==> config.mk <==
export PLATFORM = sky130hd
export DESIGN_NAME = trd_top
export DESIGN_NICKNAME = d
export VERILOG_FILES = /design/src/trd_pkg.sv /design/src/trd_release.sv /design/src/trd_top.sv
export SDC_FILE = /design/constraint.sdc
export NUM_CORES = 1
export LEC_CHECK = 0
export BUFFER_PORTS_ARGS = -buffer_cell sky130_fd_sc_hd__buf_4
export CAP_MARGIN = 20
export CORE_AREA = 5 5 98 100
export CTS_CLUSTER_DIAMETER = 120
export CTS_CLUSTER_SIZE = 14
export DETAILED_ROUTE_END_ITERATION = 16
export DIE_AREA = 0 0 103 105
export PLACE_DENSITY = 0.83
export SETUP_SLACK_MARGIN = 0.4
export SLEW_MARGIN = 20
export SYNTH_ARGS = -nofsm -noshare
export SYNTH_HDL_FRONTEND = slang
export SYNTH_SLANG_ARGS = --single-unit
==> constraint.sdc <==
create_clock -name core_clk_i -period 1.58 [get_ports core_clk_i]
set_clock_uncertainty 0.15 [all_clocks]
set_input_delay 0.079 -clock core_clk_i [delete_from_list [all_inputs] [get_ports core_clk_i]]
set_output_delay 0.079 -clock core_clk_i [all_outputs]
set_load 0.005 [all_outputs]
==> src/trd_pkg.sv <==
// trd_pkg: constants for the transceiver reset distribution block.
// assumes one 125 MHz core clock and synchronous, active-high reset.
package trd_pkg;

	// ----------------------------------------
	// sub-block indices into the control vector
	// ----------------------------------------
	localparam int SB_TX_PHASE_FIFO  = 0;
	localparam int SB_TX_ENCODER     = 1;
	localparam int SB_TX_SERIALIZER  = 2;
	localparam int SB_TX_ANALOG      = 3;
	localparam int SB_TX_PLL         = 4;
	localparam int SB_TX_LANE_SM     = 5;
	localparam int SB_SELF_TEST_GEN  = 6;
	localparam int SB_RX_DESERIALIZER = 7;
	localparam int SB_RX_WORD_ALIGN  = 8;
	localparam int SB_RX_DESKEW      = 9;
	localparam int SB_RX_RATE_MATCH  = 10;
	localparam int SB_RX_DECODER     = 11;
	localparam int SB_RX_PHASE_FIFO  = 12;
	localparam int SB_RX_PLL_CRU     = 13;
	localparam int SB_RX_LANE_SM     = 14;
	localparam int SB_SELF_TEST_CHK  = 15;
	localparam int SB_RX_ANALOG      = 16;
	localparam int NUM_SUB           = 17;

	// ----------------------------------------
	// reach of each control over the sub-blocks
	// ----------------------------------------
	localparam logic [16:0] MASK_RX_DIGITAL = 17'h0df00;
	localparam logic [16:0] MASK_RX_ANALOG  = 17'h12080;
	localparam logic [16:0] MASK_TX_DIGITAL = 17'h00063;
	localparam logic [16:0] MASK_ALL        = 17'h1ffff;

	// ----------------------------------------
	// reset values
	// ----------------------------------------
	localparam logic [16:0] RST_HOLD  = 17'h1ffff;
	localparam logic        RST_STATE = 1'h0;

	// ----------------------------------------
	// cycles a sub-block reset stays high once its cause is gone
	// ----------------------------------------
	localparam int RELEASE_NS     = 16;
	localparam int CLK_PERIOD_NS  = 8;
	localparam int RELEASE_CYCLES = (RELEASE_NS + CLK_PERIOD_NS - 1) / CLK_PERIOD_NS;

	typedef enum logic [1:0] {
		TRD_OFF,
		TRD_DISABLED,
		TRD_ACTIVE
	} trd_state_t;

endpackage

==> src/trd_release.sv <==
// trd_release: holds one sub-block reset high for a fixed number of cycles
// after its request falls. assumes a synchronous request on core_clk_i.
`timescale 1ns/1ps
module trd_release (
	input  wire logic core_clk_i,   // core clock
	input  wire logic reset_i,      // synchronous reset, active high
	input  wire logic req_i,        // reset request for this sub-block
	output logic      rst_o         // registered reset to the sub-block
);
	logic [3:0] cnt_r;

	// request asserts at once; release waits out the counter so the
	// sub-block's own clock domain sees a full reset pulse
	always_ff @(posedge core_clk_i) begin
		if (reset_i || req_i) begin
			cnt_r <= 4'(trd_pkg::RELEASE_CYCLES);
		end else if (cnt_r != 4'h0) begin
			cnt_r <= cnt_r - 4'h1;
		end
	end

	always_ff @(posedge core_clk_i) begin
		if (reset_i || req_i) begin
			rst_o <= 1'h1;
		end else begin
			rst_o <= (cnt_r > 4'h1);
		end
	end
endmodule

==> src/trd_top.sv <==
// trd_top: distributes the per-channel transceiver reset and power-down
// controls to the transmit, receive, PLL, lane state machine and self-test
// sub-blocks. assumes all controls are synchronous to core_clk_i.
`timescale 1ns/1ps
module trd_top (
	input  wire logic        core_clk_i,          // core clock, 125 MHz
	input  wire logic        reset_i,             // synchronous reset, active high
	input  wire logic        rx_digital_reset_i,  // receiver digital reset
	input  wire logic        rx_analog_reset_i,   // receiver analog reset
	input  wire logic        tx_digital_reset_i,  // transmit digital reset
	input  wire logic        powerdown_i,         // whole-transceiver power-down
	input  wire logic        enable_i,            // transceiver enable
	output logic [16:0]      sub_reset_o,         // per sub-block reset
	output logic [16:0]      sub_powerdown_o,     // per sub-block power-down
	output logic             powered_o,           // transceiver powered and enabled
	output logic             tx_ready_o,          // tx path out of reset
	output logic             rx_ready_o           // rx path out of reset
);
	// ----------------------------------------
	// global state
	// ----------------------------------------
	trd_pkg::trd_state_t state_r;
	trd_pkg::trd_state_t state_nxt;

	always_comb begin
		case (state_r)
			trd_pkg::TRD_OFF,
			trd_pkg::TRD_DISABLED,
			trd_pkg::TRD_ACTIVE: begin
				if (powerdown_i) begin
					state_nxt = trd_pkg::TRD_OFF;
				end else if (!enable_i) begin
					state_nxt = trd_pkg::TRD_DISABLED;
				end else begin
					state_nxt = trd_pkg::TRD_ACTIVE;
				end
			end
			default: begin
				state_nxt = trd_pkg::TRD_OFF;
			end
		endcase
	end

	always_ff @(posedge core_clk_i) begin
		if (reset_i) begin
			state_r <= trd_pkg::TRD_OFF;
		end else begin
			state_r <= state_nxt;
		end
	end

	// ----------------------------------------
	// request vector per sub-block
	// ----------------------------------------
	// tx and rx requests are independent; global controls are or-ed over all
	logic [16:0] req_vec;
	logic        global_hold;

	assign global_hold = powerdown_i || !enable_i;

	always_comb begin
		if (global_hold) begin
			req_vec = trd_pkg::MASK_ALL;
		end else begin
			req_vec = ({17{rx_digital_reset_i}} & trd_pkg::MASK_RX_DIGITAL)
			        | ({17{rx_analog_reset_i}}  & trd_pkg::MASK_RX_ANALOG)
			        | ({17{tx_digital_reset_i}} & trd_pkg::MASK_TX_DIGITAL);
		end
	end

	// ----------------------------------------
	// per sub-block reset stretch
	// ----------------------------------------
	genvar gi;
	generate
		for (gi = 0; gi < trd_pkg::NUM_SUB; gi++) begin : g_sub
			trd_release u_release (
				.core_clk_i (core_clk_i),
				.reset_i    (reset_i),
				.req_i      (req_vec[gi]),
				.rst_o      (sub_reset_o[gi])
			);
		end
	endgenerate

	// ----------------------------------------
	// power-down and status
	// ----------------------------------------
	// power-down gates analog supply too, so it is not stretched; disable only
	// holds blocks in reset and leaves them powered
	always_ff @(posedge core_clk_i) begin
		if (reset_i) begin
			sub_powerdown_o <= trd_pkg::RST_HOLD;
		end else begin
			sub_powerdown_o <= {17{powerdown_i}} & trd_pkg::MASK_ALL;
		end
	end

	always_ff @(posedge core_clk_i) begin
		if (reset_i) begin
			powered_o <= trd_pkg::RST_STATE;
		end else begin
			powered_o <= (state_nxt == trd_pkg::TRD_ACTIVE);
		end
	end

	always_ff @(posedge core_clk_i) begin
		if (reset_i) begin
			tx_ready_o <= trd_pkg::RST_STATE;
			rx_ready_o <= trd_pkg::RST_STATE;
		end else begin
			tx_ready_o <= (state_r == trd_pkg::TRD_ACTIVE) && !global_hold
			           && ((sub_reset_o & trd_pkg::MASK_TX_DIGITAL) == 17'h00000)
			           && !tx_digital_reset_i;
			rx_ready_o <= (state_r == trd_pkg::TRD_ACTIVE) && !global_hold
			           && ((sub_reset_o & (trd_pkg::MASK_RX_DIGITAL | trd_pkg::MASK_RX_ANALOG)) == 17'h00000)
			           && !rx_digital_reset_i && !rx_analog_reset_i;
		end
	end
endmodule

### Word-level counts from Yosys, hierarchy flattened

Index checks and enable logic that the tools add are counted.

| word-level totals | value |
|---|---|
| flip-flop bits (word level) | 91 |
| latch bits | 0 |
| memory bits (writable) | 0 |
| bits in read-only memories | 0 |
| input port bits | 7 |
| output and inout port bits | 37 |
| memories | 0 |

| operators by class | value |
|---|---|
| add/subtract/negate cells | 17 |
| multipliers | 0 |
| divide/modulo/power cells | 0 |
| magnitude comparators | 17 |
| equal/unequal tests | 3 |
| shift operators | 0 |
| multiplexer cells | 4 |
| bitwise gates (word level) | 2 |
| reductions and logical operators | 50 |

Operator list:

| kind | count |
|---|---|
| greater-than comparator 4 x 1 -> 1 bit (second input constant) | 17 |
| nonzero test 4 bit | 17 |
| subtractor 4 x 1 -> 4 bit (second input constant) | 17 |
| zero test 17 bit | 2 |
| logical OR 1 bit | 18 |
| 2-to-1 mux 17 bit | 1 |
| bitwise OR 16 x 17 -> 17 bit | 1 |
| bitwise OR 17 x 7 -> 17 bit | 1 |
| logical AND 1 bit | 6 |
| 2-to-1 mux 2 bit | 3 |
| zero test 1 bit | 5 |
| equality test 2 bit (second input constant) | 2 |
| OR reduction 3 bit | 1 |
| equality test 2 x 1 -> 1 bit (second input constant) | 1 |
| zero test 2 bit | 1 |

### Logic depth before layout (Yosys ltp)

| depth | value |
|---|---|
| word-level depth | 7 |
| gate-level depth with buffers | 5 |

### Cells and area by module

From an unflattened synthesis, not the netlist that was laid out.

| unflattened totals | value |
|---|---|
| cell total of the unflattened synthesis | 499 |
| area total of the unflattened synthesis | 4951.0 um2 |

Modules (own cells, without submodules):

| module | instances | cells an instance | area each (um2) | seq. area each (um2) |
|---|---|---|---|---|
| trd_release | 17 | 27 | 270.3 | 100.1 |
| trd_top | 1 | 40 | 356.6 | 120.1 |

### Worst setup path after synthesis

Ideal clock, no wire load.

| path | value |
|---|---|
| path type | register -> register |
| start point | register g_sub[0].u_release.cnt_r[0] |
| end point | register g_sub[0].u_release.cnt_r[1] |
| data arrival time | 1294 ps |
| required time | 1372 ps |
| slack | 78 ps |
| stages on the path, launching flop included | 6 |
| cell sequence | dfxtp_1 inv_1 ha_1 nor3b_1 mux2_2 nand2_1 |

| on the way | value |
|---|---|
| longest elaborated chain between the ends | 1 |
| elaborated cells on any way between the ends | 2 |
| those cells by class | add/sub: 1; reduce/logical: 1 |

RTL lines:

| element | line | text |
|---|---|---|
| start: declaration | trd_release.sv:10 | `logic [3:0] cnt_r;` |
| start signal: assignment | trd_release.sv:16 | `cnt_r <= 4'(trd_pkg::RELEASE_CYCLES);` |
| start signal: assignment | trd_release.sv:18 | `cnt_r <= cnt_r - 4'h1;` |
| subtractor 4 x 1 -> 4 bit / nonzero test 4 bit (equally long branches) | trd_release.sv:18, trd_release.sv:17 |  |

Several ways; a longest one is shown, not always the timed one.
A chain may end at the register's enable or synchronous reset.

### Worst setup path after layout

| path | value |
|---|---|
| start point | register g_sub[6].u_release.cnt_r[1] |
| end point | register g_sub[6].u_release.cnt_r[1] |

| on the way | value |
|---|---|
| longest elaborated chain between the ends | 1 |
| elaborated cells on any way between the ends | 2 |
| those cells by class | add/sub: 1; reduce/logical: 1 |

RTL lines:

| element | line |
|---|---|
| start: declaration | trd_release.sv:10 |
| start signal: assignment | trd_release.sv:16 |
| start signal: assignment | trd_release.sv:18 |
| subtractor 4 x 1 -> 4 bit / nonzero test 4 bit (equally long branches) | trd_release.sv:18, trd_release.sv:17 |

Several ways; a longest one is shown, not always the timed one.

==> metrics.txt <==
# TYPE chip_impl_metric gauge
chip_impl_info{name="result_of_the_run",value="completed"} 1
chip_impl_metric{name="synth.net_count",unit=""} 496
chip_impl_metric{name="report.final.hold_viol_count",unit=""} 0
chip_impl_metric{name="post-synth-top-area-fraction",unit="%"} 41.05
chip_impl_metric{name="postSynthAreaPerCell",unit="µm²"} 9.754
chip_impl_info{name="gr-max-usage-layer",value="met2"} 1
chip_impl_metric{name="final.min_clock_period",unit="ps"} 1457
chip_impl_info{name="hold_class",value="in2reg"} 1
chip_impl_metric{name="regToRegSetupSlack",unit="ps"} 120
chip_impl_metric{name="detail-route-antenna-nets",unit=""} 0
chip_impl_info{name="cts_root_buf",value="sky130_fd_sc_hd__clkbuf_8"} 1
chip_impl_metric{name="maxClockFrequency",unit="MHz"} 686.3
chip_impl_metric{name="grt_first_pass_wirelength",unit="mm"} 17.11
chip_impl_info{name="end_kind",value="register"} 1
chip_impl_metric{name="final_max_slew_viol_count",unit=""} 0
chip_impl_metric{name="layout.nets",unit=""} 629
chip_impl_metric{name="ys_types",unit=""} 34
chip_impl_metric{name="row_count",unit=""} 34
chip_impl_metric{name="routed_wl",unit="mm"} 13.65
chip_impl_metric{name="globalRouteMet2Util",unit="%"} 34.88
chip_impl_metric{name="number_of_top_level_pins",unit=""} 44
chip_impl_metric{name="synth_mux_area_share",unit="%"} 11.28
chip_impl_metric{name="hold_depth",unit=""} 4
chip_impl_metric{name="post_layout_nonfiller_instances",unit=""} 700
chip_impl_metric{name="fin_setup_tns",unit="ps"} 0
chip_impl_info{name="synth_area_leader_cell",value="sky130_fd_sc_hd__dfxtp_1"} 1
chip_impl_info{name="worstReg2RegEnd",value="g_sub[6].u_release.cnt_r[1]"} 1
chip_impl_metric{name="power.internal",unit="mW"} 3.749
chip_impl_metric{name="cpPeakStageDelay",unit="ps"} 370
chip_impl_metric{name="post_synth_xor_area_fraction",unit="%"} 3.355
chip_impl_metric{name="placed_cells_incl_taps",unit=""} 570
chip_impl_metric{name="drtIter0Drc",unit=""} 234
chip_impl_metric{name="cp.required",unit="ps"} 1730
chip_impl_metric{name="numPortBuffers",unit=""} 43
chip_impl_info{name="post_synth_main_area_contributors",value="sky130_fd_sc_hd__dfxtp_1 (41%), sky130_fd_sc_hd__ha_1 (9.6%), sky130_fd_sc_hd__mux2i_1 (7.2%)"} 1
chip_impl_metric{name="timing.final.crit_share",unit="%"} 92.22
chip_impl_info{name="rsz_0062_raised_after_global_routing",value="true"} 1
chip_impl_metric{name="detailroute.via_count",unit=""} 3878
chip_impl_info{name="crit_slowest_cell",value="sky130_fd_sc_hd__dfxtp_4"} 1
chip_impl_metric{name="layout_setup_ws",unit="ps"} 122.9
chip_impl_metric{name="leakagePower",unit="nW"} 2.676
chip_impl_metric{name="dp.final_hpwl",unit="mm"} 5.781
chip_impl_metric{name="synthesis.area",unit="mm²"} 0.004438
chip_impl_metric{name="number_of_levels_in_the_clock_h_tree",unit=""} 3
chip_impl_info{name="crit_family",value="simple AND/OR/NAND/NOR gates"} 1
chip_impl_metric{name="sw_share",unit="%"} 23.08
chip_impl_metric{name="postPlaceCellArea",unit="mm²"} 0.005014
chip_impl_metric{name="crit_fanout",unit=""} 2
chip_impl_metric{name="cts_sinks",unit=""} 91
chip_impl_metric{name="globalRouteTotalUtil",unit="%"} 19.90
chip_impl_metric{name="clk_transition_reported_paths",unit="ps"} 90
chip_impl_metric{name="tightest_slew",unit="ps"} 354.2
chip_impl_metric{name="initial_core_util",unit="%"} 51.65
chip_impl_info{name="largest_family_of_logic_cells_by_synthesized_area",value="simple AND/OR/NAND/NOR gates"} 1
chip_impl_metric{name="p_seq_share",unit="%"} 48.5
chip_impl_metric{name="area.growth.synth_to_final",unit="%"} 51.17
chip_impl_info{name="hold_path_end",value="g_sub[15].u_release.cnt_r[1]"} 1
chip_impl_metric{name="die_area",unit="mm²"} 0.01082
chip_impl_metric{name="gp_congestion",unit=""} 0.7565
chip_impl_metric{name="finalSetupViolCount",unit=""} 0
chip_impl_metric{name="worst_slew_margin_rel",unit="%"} 76.36
chip_impl_metric{name="max-cap-violations",unit=""} 0
chip_impl_metric{name="die_x",unit="µm"} 103
chip_impl_metric{name="worst-endpoint-arrival",unit="ps"} 1610
chip_impl_metric{name="worst_r2r_path_depth",unit=""} 5
chip_impl_info{name="min-delay-start",value="rx_digital_reset_i"} 1
chip_impl_metric{name="ir_worst_vdd",unit="V"} 0.0005021
chip_impl_metric{name="synth_fa_ha_area_share",unit="%"} 9.586
chip_impl_metric{name="floorplan.core_area",unit="mm²"} 0.008593
chip_impl_metric{name="dp_worst_setup_slack",unit="ps"} 197.5
chip_impl_metric{name="clock_latency_of_the_later_clocked_register_in_the_worst_skew_pair",unit="ps"} 370
chip_impl_metric{name="firstDrtPassIters",unit=""} 5
chip_impl_metric{name="cts-hold-fix-buffers",unit=""} 5
chip_impl_metric{name="number_of_global_route_vias_before_repair",unit=""} 3578
chip_impl_metric{name="pwr_density_cell",unit="mW/mm²"} 726.5
chip_impl_info{name="cts_tree",value="yes"} 1
chip_impl_metric{name="yosysSeqAreaShare",unit="%"} 41.05
chip_impl_info{name="path_cells",value="inv_4 > ha_4 > nor3b_4 > mux2i_1 > nand2b_1"} 1
chip_impl_metric{name="post-route-util",unit="%"} 78.07
chip_impl_metric{name="grt_overflow",unit=""} 0
chip_impl_metric{name="vias_per_cell",unit=""} 5.540
chip_impl_info{name="path_class",value="reg2reg"} 1
chip_impl_metric{name="final_layout_size_suffix_gt1_share",unit="%"} 60.64
chip_impl_metric{name="yosysWarnings",unit=""} 0
chip_impl_metric{name="total_power",unit="mW"} 4.874
chip_impl_metric{name="finalHoldWorstSlack",unit="ps"} 7.285
chip_impl_metric{name="worstPathBufferInverterCount",unit=""} 1
chip_impl_metric{name="antenna-diode-count",unit=""} 0
chip_impl_metric{name="synth_compound_gate_area_share",unit="%"} 3.693
chip_impl_metric{name="clk_path_buf_depth",unit=""} 2
chip_impl_info{name="synth_ff_type",value="sky130_fd_sc_hd__dfxtp_1"} 1
chip_impl_metric{name="power.clock.fraction",unit="%"} 39.4
chip_impl_metric{name="synth_edf_count",unit=""} 0
chip_impl_metric{name="synth_async_sr_flop_share",unit="%"} 0
chip_impl_metric{name="antenna_found_initial",unit=""} 0
chip_impl_metric{name="layout.cell_area.non_filler",unit="mm²"} 0.006709
chip_impl_metric{name="ys_seq_elements",unit=""} 91
chip_impl_metric{name="grt_use_met3",unit="%"} 3.331
chip_impl_metric{name="grt.met1_usage",unit="%"} 23.18
chip_impl_metric{name="synth_cells",unit=""} 455
chip_impl_info{name="category_of_the_worst_setup_path_launch_point",value="register"} 1
chip_impl_metric{name="avgRoutedWirePerCell",unit="µm"} 19.50
chip_impl_metric{name="synth-simple-area-share",unit="%"} 21.20
chip_impl_metric{name="power.net_switching",unit="mW"} 1.125
chip_impl_metric{name="grt_start_max_net_pins",unit=""} 22
chip_impl_metric{name="detail_route.drc_violations",unit=""} 0
chip_impl_metric{name="chipHeight",unit="µm"} 105
chip_impl_metric{name="tritoncts.num_buffers",unit=""} 9
chip_impl_metric{name="power.share.combinational",unit="%"} 12.1
chip_impl_info{name="timing.rr.start",value="g_sub[6].u_release.cnt_r[1]"} 1
area by class of cell:
| class | count | area (µm²) |
|---|---|---|
| multi-input combinational | 291 | 2940 |
| sequential | 91 | 1889 |
| fill | 412 | 1884 |
| timing repair buffer | 161 | 1364 |
| clock buffer | 11 | 141.4 |
| inverter | 34 | 140.1 |
| tap | 108 | 135.1 |
| clock inverter | 4 | 98.84 |
logic make-up after synthesis:
| kind of cell | Yosys count |
|---|---|
| multiplexers | 48 |
| adder cells (fa/ha/maj) | 34 |
| AO/OA/AOI/OAI | 23 |
| AND/OR/NAND/NOR | 169 |
| XOR/XNOR | 17 |
| buffers and inverters | 73 |
| flip-flops | 91 |
Yosys cell counts, types with 3 or more instances:
| cell type | instances |
|---|---|
| sky130_fd_sc_hd__a21oi_1 | 4 |
| sky130_fd_sc_hd__mux2i_1 | 32 |
| sky130_fd_sc_hd__nor2_1 | 82 |
| sky130_fd_sc_hd__inv_1 | 34 |
| sky130_fd_sc_hd__xnor2_1 | 17 |
| sky130_fd_sc_hd__nand2_1 | 16 |
| sky130_fd_sc_hd__mux2_2 | 16 |
| sky130_fd_sc_hd__ha_1 | 34 |
| sky130_fd_sc_hd__nor3b_2 | 7 |
| sky130_fd_sc_hd__dfxtp_1 | 91 |
| sky130_fd_sc_hd__o211ai_1 | 17 |
| sky130_fd_sc_hd__nand2b_1 | 11 |
| sky130_fd_sc_hd__or2b_1 | 7 |
| sky130_fd_sc_hd__nor3b_1 | 10 |
| sky130_fd_sc_hd__nand3b_1 | 3 |
| sky130_fd_sc_hd__buf_4 | 33 |
| sky130_fd_sc_hd__buf_6 | 5 |
| sky130_fd_sc_hd__nor3_1 | 17 |
state kept, by name, summed over array words and instances (netlist names):
register / cells
g_sub.u_release.rst_o: 17
sub_powerdown_o: 1
rx_ready_o: 1
state_r: 2
g_sub.u_release.cnt_r: 68
tx_ready_o: 1
powered_o: 1
tightest hold or removal path, delay by kind of cell:
family,cells,cell delay [ps]
buffers and inverters,2,280
and+or+nand+nor,2,130
routing by layer:
| metal | wire, µm | vias up |
|---|---|---|
| met1 | 5265 | 1926 |
| met4 | 496 | 0 |
| met5 | 0 | - |
| met2 | 7130 | 161 |
| li1 | - | 1742 |
| met3 | 760 | 49 |
layout by cell type, fill, tap and decap left out, types with 4 or more instances in the layout:
master                            n
sky130_fd_sc_hd__nand2b_1         8
sky130_fd_sc_hd__o211ai_1        17
sky130_fd_sc_hd__buf_6           36
sky130_fd_sc_hd__ha_1            15
sky130_fd_sc_hd__nor2_2          10
sky130_fd_sc_hd__dfxtp_1         51
sky130_fd_sc_hd__buf_4          119
sky130_fd_sc_hd__nand2_1         12
sky130_fd_sc_hd__nor2_1          64
sky130_fd_sc_hd__inv_4            5
sky130_fd_sc_hd__nor3_4          13
sky130_fd_sc_hd__clkbuf_8        10
sky130_fd_sc_hd__mux2_2          11
sky130_fd_sc_hd__mux2_4           5
sky130_fd_sc_hd__dfxtp_2         33
sky130_fd_sc_hd__mux2i_1         32
sky130_fd_sc_hd__ha_4            18
sky130_fd_sc_hd__dlygate4sd3_1    5
sky130_fd_sc_hd__nor3b_4         18
sky130_fd_sc_hd__nor2_4          11
sky130_fd_sc_hd__xnor2_1         12
sky130_fd_sc_hd__nand2_2          4
sky130_fd_sc_hd__inv_2           29
sky130_fd_sc_hd__nand2b_4         5
sky130_fd_sc_hd__xnor2_2          5
sky130_fd_sc_hd__dfxtp_4          7
sky130_fd_sc_hd__or2b_1           7
power by group through the flow:
stage | logic [mW] | registers (mW) | clock network, mW
after floorplan | 0.273 | 2.41 | 0
after global placement | 0.324 | 2.42 | 0
after detailed placement | 0.342 | 2.42 | 0
after CTS | 0.437 | 2.36 | 1.89
after global routing | 0.629 | 2.36 | 2.01
final | 0.590 | 2.36 | 1.92
repair_timing:
action | 4_1_cts | 5_1_grt
endpoints found under the hold margin | 26 | 1
setup buffers | 76 | 34
pin swaps | 36 | 56
gates resized for setup | 24 | 128
endpoints found under the setup margin | 56 | 93
how the worst max path moves through the flow:
stage                                      from                          end  slack, ps  depth (start not counted)
global placement                     state_r[1]                   tx_ready_o        230                          2
finish              g_sub[6].u_release.cnt_r[1]  g_sub[6].u_release.cnt_r[1]        120                          5
CTS                 g_sub[9].u_release.cnt_r[0]  g_sub[9].u_release.cnt_r[1]        210                          5
detailed placement  g_sub[9].u_release.cnt_r[1]  g_sub[9].u_release.cnt_r[1]        200                          5
global route        g_sub[6].u_release.cnt_r[1]  g_sub[6].u_release.cnt_r[1]         70                          5
floorplan           g_sub[0].u_release.cnt_r[1]  g_sub[0].u_release.cnt_r[1]        280                          5
(Power assumes the default switching activity.)
